--- config.mk ---
export PLATFORM = sky130hd
export DESIGN_NAME = wkdet_top
export DESIGN_NICKNAME = d
export VERILOG_FILES = /design/src/rtl/wkdet_pkg.sv /design/src/rtl/wkdet_filter_if.sv /design/src/rtl/wkdet_filter.sv /design/src/rtl/wkdet_top.sv
export SDC_FILE = /design/constraint.sdc
export NUM_CORES = 1
export LEC_CHECK = 0
export BUFFER_PORTS_ARGS = -buffer_cell sky130_fd_sc_hd__buf_2
export CORE_UTILIZATION = 50
export CTS_CLUSTER_DIAMETER = 60
export DETAILED_ROUTE_END_ITERATION = 8
export GPL_TIMING_DRIVEN = 1
export PLACE_DENSITY = 0.78
export SETUP_SLACK_MARGIN = 0.4
export SYNTH_ARGS = -nofsm -noshare
export SYNTH_HDL_FRONTEND = slang
export SYNTH_SLANG_ARGS = --single-unit
--- constraint.sdc ---
create_clock -name ref_clk -period 3.15 [get_ports ref_clk]
set_clock_uncertainty 0.1 [all_clocks]
set_input_delay 0.63 -clock ref_clk [delete_from_list [all_inputs] [get_ports ref_clk]]
set_output_delay 0.63 -clock ref_clk [all_outputs]
set_load 0.01 [all_outputs]
--- src/rtl/wkdet_pkg.sv ---
// constants and types for the wake input detection block
package wkdet_pkg;
  localparam int unsigned CLK_MHZ = 200;
  localparam int unsigned SHORT_FILTER_US = 16;
  localparam int unsigned LONG_FILTER_US = 64;
  localparam int unsigned SHORT_FILTER_CYC = SHORT_FILTER_US * CLK_MHZ;
  localparam int unsigned LONG_FILTER_CYC = LONG_FILTER_US * CLK_MHZ;
  localparam int unsigned CNT_W = 14;
  localparam int unsigned NUM_PINS = 3;
  localparam int unsigned NUM_ALT = 2;
  localparam int unsigned NUM_CH = NUM_PINS + NUM_ALT;
  localparam logic [3:0] ADDR_ENABLE = 4'h0;
  localparam logic [3:0] ADDR_FILTER = 4'h1;
  localparam logic [3:0] ADDR_BIAS = 4'h2;
  localparam logic [3:0] ADDR_SRC_STATUS = 4'h3;
  localparam logic [3:0] ADDR_ALT_STATUS = 4'h4;
  localparam logic [3:0] ADDR_LEVEL = 4'h5;
  localparam logic [3:0] ADDR_IRQ_MASK = 4'h6;
  localparam logic [3:0] ADDR_ALT_CFG = 4'h7;
  localparam logic [2:0] ENABLE_RST = 3'h0;
  localparam logic [5:0] FILTER_RST = 6'h00;
  localparam logic [5:0] BIAS_RST = 6'h00;
  localparam logic [4:0] MASK_RST = 5'h00;
  localparam logic [1:0] ALT_CFG_RST = 2'h0;
  localparam int unsigned FILT_POS_PIN2 = 2;
  localparam int unsigned FILT_POS_PIN3 = 4;
  localparam logic [7:0] READ_ZERO = 8'h00;
  typedef enum logic [1:0] {
    WKDET_FLT_STATIC_SHORT = 2'b00,
    WKDET_FLT_STATIC_LONG = 2'b01,
    WKDET_FLT_CYCLIC_A = 2'b10,
    WKDET_FLT_CYCLIC_B = 2'b11
  } wkdet_filter_t;
  typedef enum logic [1:0] {
    WKDET_BIAS_NONE = 2'b00,
    WKDET_BIAS_DOWN = 2'b01,
    WKDET_BIAS_UP = 2'b10,
    WKDET_BIAS_AUTO = 2'b11
  } wkdet_bias_t;
  typedef enum logic [1:0] {
    WKDET_MODE_NORMAL = 2'b00,
    WKDET_MODE_STOP = 2'b01,
    WKDET_MODE_SLEEP = 2'b10,
    WKDET_MODE_FAILSAFE = 2'b11
  } wkdet_mode_t;
endpackage

--- src/rtl/wkdet_filter_if.sv ---
// interface between the top and one filter channel
`timescale 1ns/1ps
`default_nettype none
interface wkdet_filter_if;
  logic level_in;
  logic sample_en;
  logic long_sel;
  logic event_pulse;
  logic level_out;
  modport ctrl (output level_in, output sample_en, output long_sel, input event_pulse, input level_out);
  modport chan (input level_in, input sample_en, input long_sel, output event_pulse, output level_out);
endinterface
`default_nettype wire

--- src/rtl/wkdet_filter.sv ---
// glitch filter and edge detector for one wake input
`timescale 1ns/1ps
`default_nettype none
module wkdet_filter (
  input wire logic ref_clk,
  input wire logic rst_n,
  wkdet_filter_if.chan fif
);
  typedef struct packed {
    logic stable;
    logic cand;
    logic busy;
    logic [wkdet_pkg::CNT_W-1:0] cnt;
    logic evt;
  } wkdet_fstate_t;
  wkdet_fstate_t s;
  wkdet_fstate_t next_s;
  logic [wkdet_pkg::CNT_W-1:0] limit;
  always_comb begin
    limit = fif.long_sel ? wkdet_pkg::CNT_W'(wkdet_pkg::LONG_FILTER_CYC - 1)
                         : wkdet_pkg::CNT_W'(wkdet_pkg::SHORT_FILTER_CYC - 1);
    next_s = s;
    next_s.evt = 1'b0;
    if (!fif.sample_en) begin
      next_s.busy = 1'b0;
    end else if (!s.busy) begin
      if (fif.level_in != s.stable) begin
        next_s.busy = 1'b1;
        next_s.cand = fif.level_in;
        next_s.cnt = '0;
      end
    end else if (fif.level_in != s.cand) begin
      next_s.busy = 1'b0;
    end else if (s.cnt >= limit) begin
      next_s.busy = 1'b0;
      next_s.stable = s.cand;
      next_s.evt = 1'b1;
    end else begin
      next_s.cnt = s.cnt + 1'b1;
    end
  end
  always_ff @(posedge ref_clk or negedge rst_n) begin
    if (!rst_n) begin
      s <= '0;
    end else begin
      s <= next_s;
    end
  end
  assign fif.event_pulse = s.evt;
  assign fif.level_out = s.stable;
endmodule
`default_nettype wire

--- src/rtl/wkdet_top.sv ---
// wake input detection: sync, filters, flags, levels, bias and registers
//
// Operation
// - both edges of a wake pin raise events
// - interrupt in normal/stop, wake in sleep/failsafe
// - static or cyclic sense chosen by software
// - static sense watches inputs continuously
// - cyclic sense evaluates only inside active window
// - static filter selectable 16us or 64us
// - event only if level holds whole filter
// - per-pin wake enable in control register
// - per-pin wake source flags, always readable
// - level register shows pin levels in normal/stop, reads zero in sleep/failsafe
// - cyclic sense level is last window sample
// - alternate pins 16us filter, second status
// - software selects pull-up or pull-down per pin
// - cyclic sense paced by timer a or b
// - filter field decode 00/01/10/11
// - bias field decode incl automatic switching
`timescale 1ns/1ps
`default_nettype none
module wkdet_top #(
  parameter int unsigned NUM_PINS = wkdet_pkg::NUM_PINS,
  parameter int unsigned NUM_ALT = wkdet_pkg::NUM_ALT
) (
  input wire logic ref_clk,
  input wire logic rst_n,
  input wire logic [2:0] wake_input_pin,
  input wire logic [1:0] failure_output_pins,
  input wire logic cyclic_timer_a,
  input wire logic cyclic_timer_b,
  input wire logic [1:0] power_mode,
  input wire logic [3:0] reg_addr,
  input wire logic [7:0] reg_wdata,
  input wire logic reg_write,
  input wire logic reg_read,
  output logic [7:0] reg_rdata,
  output logic irq,
  output logic wake_request,
  output logic [2:0] pull_up_en,
  output logic [2:0] pull_down_en
);
  localparam int unsigned NCH = NUM_PINS + NUM_ALT;
  typedef struct packed {
    logic [NCH-1:0] sync1;
    logic [NCH-1:0] sync2;
    logic [1:0] tmr_a_sync;
    logic [1:0] tmr_b_sync;
    logic [2:0] wake_enable_control;
    logic [5:0] filter_cfg;
    logic [5:0] bias_cfg;
    logic [1:0] alt_cfg;
    logic [2:0] wake_source_status;
    logic [1:0] alt_wake_status;
    logic [2:0] pin_level_status;
    logic [4:0] irq_mask;
    logic [7:0] rdata;
    logic irq;
    logic wake;
    logic [2:0] pu;
    logic [2:0] pd;
  } wkdet_state_t;
  wkdet_state_t s;
  wkdet_state_t next_s;
  logic [NCH-1:0] ch_event;
  logic [NCH-1:0] ch_level;
  logic [NCH-1:0] ch_win;
  logic [NCH-1:0] ch_cyclic;
  logic [NCH-1:0] ch_long;
  logic [NCH-1:0] raw_in;
  logic [NUM_PINS-1:0] pin_evt;
  logic [NUM_ALT-1:0] alt_evt;
  logic active_mode;
  logic [4:0] status_all;
  logic [7:0] rd_mux;
  logic [2:0] src_clr;
  logic [1:0] alt_clr;
  assign raw_in = {failure_output_pins, wake_input_pin};
  assign active_mode = (power_mode == wkdet_pkg::WKDET_MODE_NORMAL) ||
                       (power_mode == wkdet_pkg::WKDET_MODE_STOP);
  genvar gi;
  generate
    for (gi = 0; gi < NCH; gi++) begin : g_ch
      wkdet_filter_if fif();
      if (gi < NUM_PINS) begin : g_pin
        wkdet_pkg::wkdet_filter_t fsel;
        assign fsel = wkdet_pkg::wkdet_filter_t'(s.filter_cfg[2*gi +: 2]);
        assign ch_cyclic[gi] = fsel[1];
        assign ch_long[gi] = (fsel == wkdet_pkg::WKDET_FLT_STATIC_LONG);
        assign ch_win[gi] = !fsel[1] ? 1'b1 :
                            (fsel[0] ? s.tmr_b_sync[1] : s.tmr_a_sync[1]);
        assign pin_evt[gi] = fif.event_pulse && s.wake_enable_control[gi];
      end else begin : g_alt
        assign ch_cyclic[gi] = 1'b0;
        assign ch_long[gi] = 1'b0;
        assign ch_win[gi] = s.alt_cfg[gi-NUM_PINS];
        assign alt_evt[gi-NUM_PINS] = fif.event_pulse;
      end
      assign fif.level_in = s.sync2[gi];
      assign fif.sample_en = ch_win[gi];
      assign fif.long_sel = ch_long[gi];
      assign ch_event[gi] = fif.event_pulse;
      assign ch_level[gi] = fif.level_out;
      wkdet_filter u_filter (
        .ref_clk(ref_clk),
        .rst_n(rst_n),
        .fif(fif.chan)
      );
    end
  endgenerate
  always_comb begin
    src_clr = '0;
    alt_clr = '0;
    if (reg_write && reg_addr == wkdet_pkg::ADDR_SRC_STATUS) begin
      src_clr = reg_wdata[2:0];
    end
    if (reg_write && reg_addr == wkdet_pkg::ADDR_ALT_STATUS) begin
      alt_clr = reg_wdata[1:0];
    end
  end
  assign status_all = {s.alt_wake_status, s.wake_source_status};
  always_comb begin
    if (reg_addr == wkdet_pkg::ADDR_ENABLE) begin
      rd_mux = {5'h00, s.wake_enable_control};
    end else if (reg_addr == wkdet_pkg::ADDR_FILTER) begin
      rd_mux = {2'h0, s.filter_cfg};
    end else if (reg_addr == wkdet_pkg::ADDR_BIAS) begin
      rd_mux = {2'h0, s.bias_cfg};
    end else if (reg_addr == wkdet_pkg::ADDR_SRC_STATUS) begin
      rd_mux = {5'h00, s.wake_source_status};
    end else if (reg_addr == wkdet_pkg::ADDR_ALT_STATUS) begin
      rd_mux = {6'h00, s.alt_wake_status};
    end else if (reg_addr == wkdet_pkg::ADDR_LEVEL) begin
      rd_mux = active_mode ? {5'h00, s.pin_level_status} : wkdet_pkg::READ_ZERO;
    end else if (reg_addr == wkdet_pkg::ADDR_IRQ_MASK) begin
      rd_mux = {3'h0, s.irq_mask};
    end else if (reg_addr == wkdet_pkg::ADDR_ALT_CFG) begin
      rd_mux = {6'h00, s.alt_cfg};
    end else begin
      rd_mux = wkdet_pkg::READ_ZERO;
    end
  end
  always_comb begin
    next_s = s;
    next_s.sync1 = raw_in;
    next_s.sync2 = s.sync1;
    next_s.tmr_a_sync = {s.tmr_a_sync[0], cyclic_timer_a};
    next_s.tmr_b_sync = {s.tmr_b_sync[0], cyclic_timer_b};
    if (reg_write) begin
      if (reg_addr == wkdet_pkg::ADDR_ENABLE) begin
        next_s.wake_enable_control = reg_wdata[2:0];
      end else if (reg_addr == wkdet_pkg::ADDR_FILTER) begin
        next_s.filter_cfg = reg_wdata[5:0];
      end else if (reg_addr == wkdet_pkg::ADDR_BIAS) begin
        next_s.bias_cfg = reg_wdata[5:0];
      end else if (reg_addr == wkdet_pkg::ADDR_IRQ_MASK) begin
        next_s.irq_mask = reg_wdata[4:0];
      end else if (reg_addr == wkdet_pkg::ADDR_ALT_CFG) begin
        next_s.alt_cfg = reg_wdata[1:0];
      end
    end
    // set wins over write-one clear
    next_s.wake_source_status = (s.wake_source_status & ~src_clr) | pin_evt;
    next_s.alt_wake_status = (s.alt_wake_status & ~alt_clr) | alt_evt;
    for (int i = 0; i < NUM_PINS; i++) begin
      if (!ch_cyclic[i]) begin
        next_s.pin_level_status[i] = s.sync2[i];
      end else if (ch_win[i]) begin
        next_s.pin_level_status[i] = s.sync2[i];
      end
    end
    for (int i = 0; i < NUM_PINS; i++) begin
      case (wkdet_pkg::wkdet_bias_t'(s.bias_cfg[2*i +: 2]))
        wkdet_pkg::WKDET_BIAS_NONE: begin
          next_s.pu[i] = 1'b0;
          next_s.pd[i] = 1'b0;
        end
        wkdet_pkg::WKDET_BIAS_DOWN: begin
          next_s.pu[i] = 1'b0;
          next_s.pd[i] = 1'b1;
        end
        wkdet_pkg::WKDET_BIAS_UP: begin
          next_s.pu[i] = 1'b1;
          next_s.pd[i] = 1'b0;
        end
        default: begin
          next_s.pu[i] = s.sync2[i];
          next_s.pd[i] = !s.sync2[i];
        end
      endcase
    end
    next_s.irq = active_mode && |(status_all & s.irq_mask);
    next_s.wake = !active_mode && |pin_evt;
    next_s.rdata = reg_read ? rd_mux : wkdet_pkg::READ_ZERO;
  end
  always_ff @(posedge ref_clk or negedge rst_n) begin
    if (!rst_n) begin
      s <= '0;
      s.wake_enable_control <= wkdet_pkg::ENABLE_RST;
      s.filter_cfg <= wkdet_pkg::FILTER_RST;
      s.bias_cfg <= wkdet_pkg::BIAS_RST;
      s.irq_mask <= wkdet_pkg::MASK_RST;
      s.alt_cfg <= wkdet_pkg::ALT_CFG_RST;
    end else begin
      s <= next_s;
    end
  end
  assign reg_rdata = s.rdata;
  assign irq = s.irq;
  assign wake_request = s.wake;
  assign pull_up_en = s.pu;
  assign pull_down_en = s.pd;
endmodule
`default_nettype wire

==> run_results.csv, run 1 <==
group,metric,value,unit
clocking,cts_buffers,17,
drt,vias_per_cell,5.96,
power_and_ir_drop,p_comb_frac,0.168,
clocking,clk_pin_slew,60,ps
synth,syn_area_per_cell,10.0,µm²
critical_path,critPathTopFamily,"compound AO/OA/AOI/OAI gates",
drt,routed_wirelength,15200,µm
synth,synth_cells,726,
clocking,cts_tree,"built",
clocking,clock_latency,430,ps
drt,drt_pass1_iterations,7,
critical_path,r2r_end,"g_ch[0].u_filter.s[6]",
clocking,cts-htree-levels,4,
synth,syn_area,7290,µm²
clocking,clockBufferDepth,2,
min_path,hold_path_class,"input port to asynchronous set/reset pin",
critical_path,r2r_setup_slack,420,ps
timing,setup_viol,0,
synth,synth_top_area_cell,"dfrtp_1",
synth,synth_seq_cells,148,
critical_path,critPathKind,"flop to flop",
cells_and_area,antenna_cells,0,
power_and_ir_drop,power_density,676,nW/µm²
power_and_ir_drop,p_sw,1.57,mW
timing,finalHoldViolCount,0,
grt,grt_usage,0.220,
grt,antenna_found_initial,1,
critical_path,critical_path.cell_chain,"and2b_2, inv_1, ha_1, a211oi_2, o21a_1, o211a_4, a21oi_4, or4_1, a21oi_1",
die,initial_core_util,0.519,
die,dieArea,15100,µm²
timing,finalWorstSetupSlack,418,ps
placement,pre_cts_ws,286,ps
drt,wl_per_cell,16.0,µm
timing,min_period,2730,ps
critical_path,worstPathArrival,2990,ps
critical_path,cpPeakStageDelay,490,ps
run_status,status,"completed",
power_and_ir_drop,pwr-share-seq,0.413,
cells_and_area,layout.nets,798,
critical_path,critPathLaunch,"ch_cyclic[0]",
timing,max_freq,0.366,GHz
placement,gp_congestion,0.922,
power_and_ir_drop,p_clk_frac,0.419,
drt,num_vias,5653,
synth,ys_seq_area_frac,0.508,
clocking,clockRootBuffer,"clkbuf_16",
job,cap_violations,0,
critical_path,r2r.worst_path.cells,9,
die,fp.dieH,123,µm
clocking,cts_sinks,148,
placement,port_buffers,35,
grt,grt_overflow,0,
synth,synthFlopType,"dfrtp_1",
timing,relSlewSlack,0.286,
synth,yosysMostFrequentCell,"dfrtp_1",
power_and_ir_drop,internal_power,4.05,mW
synth,synth_commonest_cells,"dfrtp_1, nand2_1, o21ai_0",
timing,tns,0,ps
synth,synth_top_cell_area_share,0.508,
critical_path,cp-start-kind,"flop",
power_and_ir_drop,p_leak,3.66,nW
power_and_ir_drop,irDropWorstVdd,0.410,mV
critical_path,reg2reg_from,"ch_cyclic[0]",
critical_path,crit_path_end_kind,"flop",
drt,ant_nets,0,
cells_and_area,area_growth,14.2,%
synth,async_reset_ff_frac,1.00,
cells_and_area,drive_above_1_share,0.159,
timing,rsz0062_at_grt,"yes",
timing,slew_violations,0,
critical_path,cp.required,3410,ps
clocking,ctsHoldBuffers,0,
timing,min_period_over_period,0.867,
power_and_ir_drop,finalPower,5.62,mW
timing,tightestPinTransition,1060,ps
critical_path,slowest_stage,"or4_1",
drt,initialDrtViolationCount,499,
die,ios,41,
synth,synthTopCellsByArea,"dfrtp_1, mux2_2, nand2_1",
critical_path,cp_max_fo,13,
die,fp-row-count,43,
synth,yosysWarnings,0,
die,die_x,123,µm
drt,drc,0,
grt,grt_pass1_vias,5594,
critical_path,path_buf_inv,1,
synth,synth-edff-count,0,
synth,ys_types,69,
die,design.core.area,14000,µm²
grt,grt_max_degree,80,
power_and_ir_drop,swShare,0.280,
placement,hpwl,10300,µm
grt,grt_first_pass_wirelength,25800,µm
timing,holdWs,134,ps
area by class of cell:
cell class	instances	area, µm²
Timing Repair Buffer	45	269
Clock buffer	20	437
Tap cell	180	225
Fill cell	1085	5730
Clock inverter	12	250
Sequential cell	148	3700
Multi-Input combinational cell	520	3340
Inverter	24	90.1
worst max path at each step:
stage                     cells after the start                     end
after global routing                          9   g_ch[0].u_filter.s[6]
after floorplan                               9  g_ch[2].u_filter.s[11]
after detailed placement                      9   g_ch[0].u_filter.s[4]
after CTS                                     9   g_ch[0].u_filter.s[6]
after global placement                        9  g_ch[0].u_filter.s[13]
final                                         9   g_ch[0].u_filter.s[6]
cell families (layout without fill, tap and decap cells):
kind of cell / Yosys count / in the layout / synth area share
other: 1 / 2 / 0.000515
DFF: 148 / 148 / 0.508
and+or+nand+nor: 266 / 266 / 0.187
muxes: 37 / 37 / 0.0577
AOI/OAI and AO/OA: 185 / 186 / 0.162
buffers and inverters: 60 / 101 / 0.0404
adders and majority gates: 17 / 17 / 0.0292
xor gates and xnor gates: 12 / 12 / 0.0144
what timing repair did:
item,CTS,global route
gates resized for setup,1,9
setup buffers,1,1
endpoints found under the setup margin,13,30
cloned,0,1
pin swaps,1,3
cell usage in the layout, fill, tap and decap left out, types with 3 or more instances in the layout:
cell / instances
and2_1: 18
mux2i_1: 6
buf_2: 34
o21ai_0: 55
ha_1: 17
a31oi_1: 4
o21ai_1: 3
xnor2_1: 10
a21oi_1: 49
nand4_1: 8
clkbuf_1: 3
mux2_2: 30
and4_1: 3
nor3_1: 7
nor2_1: 37
dfrtp_1: 147
nor2b_1: 6
clkbuf_16: 17
bufinv_16: 7
a21boi_0: 8
a22o_1: 4
o21bai_1: 3
o31ai_1: 8
nand2_1: 74
a21o_1: 5
nand3_1: 40
o41ai_1: 4
clkinv_4: 3
or4_1: 14
a211oi_1: 3
and3_1: 12
or3_1: 28
inv_1: 24
o211ai_1: 12
buf_4: 9
nand2b_1: 7
state kept, by name (all words and copies together) (netlist names):
register,count
g_ch.fif.level_in,5
g_ch.u_filter.fif.level_out,5
g_ch.u_filter.s,80
pull_down_en,3
g_ch.u_filter.fif.event_pulse,5
ch_win,2
g_ch.g_pin.fsel,3
s,24
reg_rdata,6
wake_request,1
ch_cyclic,3
pull_up_en,3
irq,1
next_s,7
through the flow:
| stage | area [µm²] | utilization | instances |
|---|---|---|---|
| after detailed placement | 7560 | 0.539 | 914 |
| after floorplan | 7290 | - | 727 |
| final | 8320 | 0.592 | 949 |
| after CTS | 8270 | 0.589 | 947 |
| after global routing | 8320 | 0.592 | 949 |
| after global placement | 7560 | 0.539 | 914 |
metal layers:
metal,wire [µm],up-vias,track usage
met2,7290,158,0.354
met1,6790,2760,0.282
met3,775,39,0.0572
met4,316,2,0.0907
met5,13,-,0
li1,-,2694,-
power by group through the flow:
stage	registers [mW]	logic (mW)	clock network, mW
after CTS	2.32	0.914	2.39
after global routing	2.36	1.07	2.47
final	2.32	0.944	2.36
after global placement	2.33	0.846	0
after detailed placement	2.35	0.890	0
after floorplan	2.29	0.686	0
Note: power is estimated with default switching activity, not from simulation.
==> run 2: changes to the inputs <==
--- a/config.mk
+++ b/config.mk
@@ -6,6 +6,7 @@
 export NUM_CORES = 1
 export LEC_CHECK = 0
 export BUFFER_PORTS_ARGS = -buffer_cell sky130_fd_sc_hd__buf_2
+export CORE_ASPECT_RATIO = 1.75
 export CORE_UTILIZATION = 50
 export CTS_CLUSTER_DIAMETER = 60
 export DETAILED_ROUTE_END_ITERATION = 8
==> run 2 against run 1 <==
  * Worst setup slack gained 120 ps
  * Register-to-register slack gained 120 ps
  * Routed wire length grew 3.6%
  * First-iteration DRC count shrank 34%
  * Cell count grew 1.1%
==> run_results.csv, run 2 (synthesis results as in run 1) <==
group,metric,value,unit
die,design.core.area,14300,µm²
clocking,clockRootBuffer,"clkbuf_16",
drt,drc,0,
die,fp.dieH,162,µm
placement,hpwl,10700,µm
placement,gp_congestion,0.892,
timing,tightestPinTransition,692,ps
timing,setup_viol,0,
drt,vias_per_cell,5.94,
drt,drt_pass1_iterations,7,
drt,routed_wirelength,15700,µm
clocking,clk_pin_slew,70,ps
die,dieArea,15100,µm²
min_path,hold_path_class,"input port to asynchronous set/reset pin",
die,die_x,93.3,µm
timing,max_freq,0.383,GHz
clocking,cts_tree,"built",
cells_and_area,fin_cells,959,
clocking,clock_latency,420,ps
timing,min_period,2610,ps
cells_and_area,fill_cells,1156,
critical_path,cpPeakStageDelay,490,ps
timing,relSlewSlack,0.539,
die,fp-row-count,58,
cells_and_area,largest_reg_flops,80,
timing,tns,0,ps
die,initial_core_util,0.510,
power_and_ir_drop,irDropWorstVdd,0.333,mV
clocking,cts-htree-levels,4,
drt,ant_nets,0,
grt,grt_first_pass_wirelength,25800,µm
placement,port_buffers,35,
grt,grt_max_degree,75,
drt,initialDrtViolationCount,327,
placement,dp_cells,918,
critical_path,r2r.worst_path.cells,9,
critical_path,crit_path_end_kind,"flop",
run_status,status,"completed",
grt,grt_overflow,0,
timing,finalHoldViolCount,0,
cells_and_area,area_growth,14.0,%
critical_path,critical_path.cell_chain,"and2b_1, inv_1, ha_1, a211oi_1, o21a_1, o211a_4, a21oi_4, or4_1, a21oi_1",
critical_path,slowest_stage,"or4_1",
clocking,cts_sinks,148,
critical_path,cp-start-kind,"flop",
cells_and_area,final_cell_mix,"dfrtp_1, nand2_1, o21ai_0, a21oi_1, nand3_1",
drt,wl_per_cell,16.4,µm
critical_path,critPathKind,"flop to flop",
job,cap_violations,0,
timing,slew_violations,0,
critical_path,critPathTopFamily,"compound AO/OA/AOI/OAI gates",
cells_and_area,regMostFlops,"g_ch.u_filter.s",
grt,antenna_found_initial,1,
die,ios,41,
power_and_ir_drop,power_density,647,nW/µm²
clocking,cts_buffers,17,
drt,num_vias,5692,
grt,grt_pass1_vias,5619,
power_and_ir_drop,p_leak,3.67,nW
critical_path,path_buf_inv,1,
critical_path,cp.depth,9,
timing,min_period_over_period,0.830,
cells_and_area,layout.nets,807,
timing,rsz0062_at_grt,"no",
critical_path,cp.required,3400,ps
cells_and_area,drive_above_1_share,0.170,
grt,grt_usage,0.218,
clocking,clockBufferDepth,2,
cells_and_area,layout_commonest_cell,"dfrtp_1",
critical_path,worstPathArrival,2860,ps
critical_path,cp_max_fo,13,
[run 2: final timing paths]
| check | startpoint | endpoint | slack, ps |
|---|---|---|---|
| hold reg to reg | next_s[53] | g_ch[3].fif.level_in | 250 |
| min in group ref_clk | wake_input_pin[0] | next_s[50] | 210 |
| setup / recovery | ch_cyclic[0] | g_ch[0].u_filter.s[6] | 540 |
| max in group asynchronous | rst_n | g_ch[3].u_filter.s[9] | 2140 |
| setup reg to reg | ch_cyclic[0] | g_ch[0].u_filter.s[6] | 540 |
| hold / removal | rst_n | g_ch[1].u_filter.s[3] | 120 |
[run 2: report_power, final]
group | total, mW | switching [mW] | internal (mW)
sequential | 2.33 | 0.223 | 2.11
combinational | 1.01 | 0.600 | 0.407
clock | 2.04 | 0.821 | 1.22
[run 2: routing by layer]
metal	wire (µm)	GRT usage	up-vias
li1	-	-	2707
met2	8710	0.387	155
met1	6060	0.244	2794
met3	546	0.0454	36
met5	0	0	-
met4	414	0.105	0
[run 2: through the flow]
| step | worst slack [ps] | hold WS [ps] | util | total power [mW] | instance area [µm²] |
|---|---|---|---|---|---|
| global placement | 366 | 231 | 0.531 | 3.22 | 7590 |
| floorplan | 707 | 231 | - | 2.97 | 7290 |
| global route | 382 | 156 | 0.581 | 5.63 | 8310 |
| finish | 537 | 120 | 0.581 | 5.38 | 8310 |
| detailed placement | 302 | 236 | 0.531 | 3.25 | 7590 |
| CTS | 443 | 141 | 0.576 | 5.34 | 8240 |
[run 2: cell type report]
cell class	count	area [µm²]	share of cell area
Tap cell	180	225	0.0271
Antenna cell	1	2.50	0.000301
Clock buffer	19	453	0.0545
Inverter	24	90.1	0.0108
Timing Repair Buffer	54	340	0.0410
Clock inverter	13	148	0.0178
Multi-Input combinational cell	520	3350	0.403
Sequential cell	148	3700	0.446
[run 2: timing repair]
action	4_1_cts	5_1_grt
endpoints found under the setup margin	15	28
resized for setup	2	8
setup buffers	3	4
pin swaps	2	4
hold buffers	0	0
gates cloned	0	1
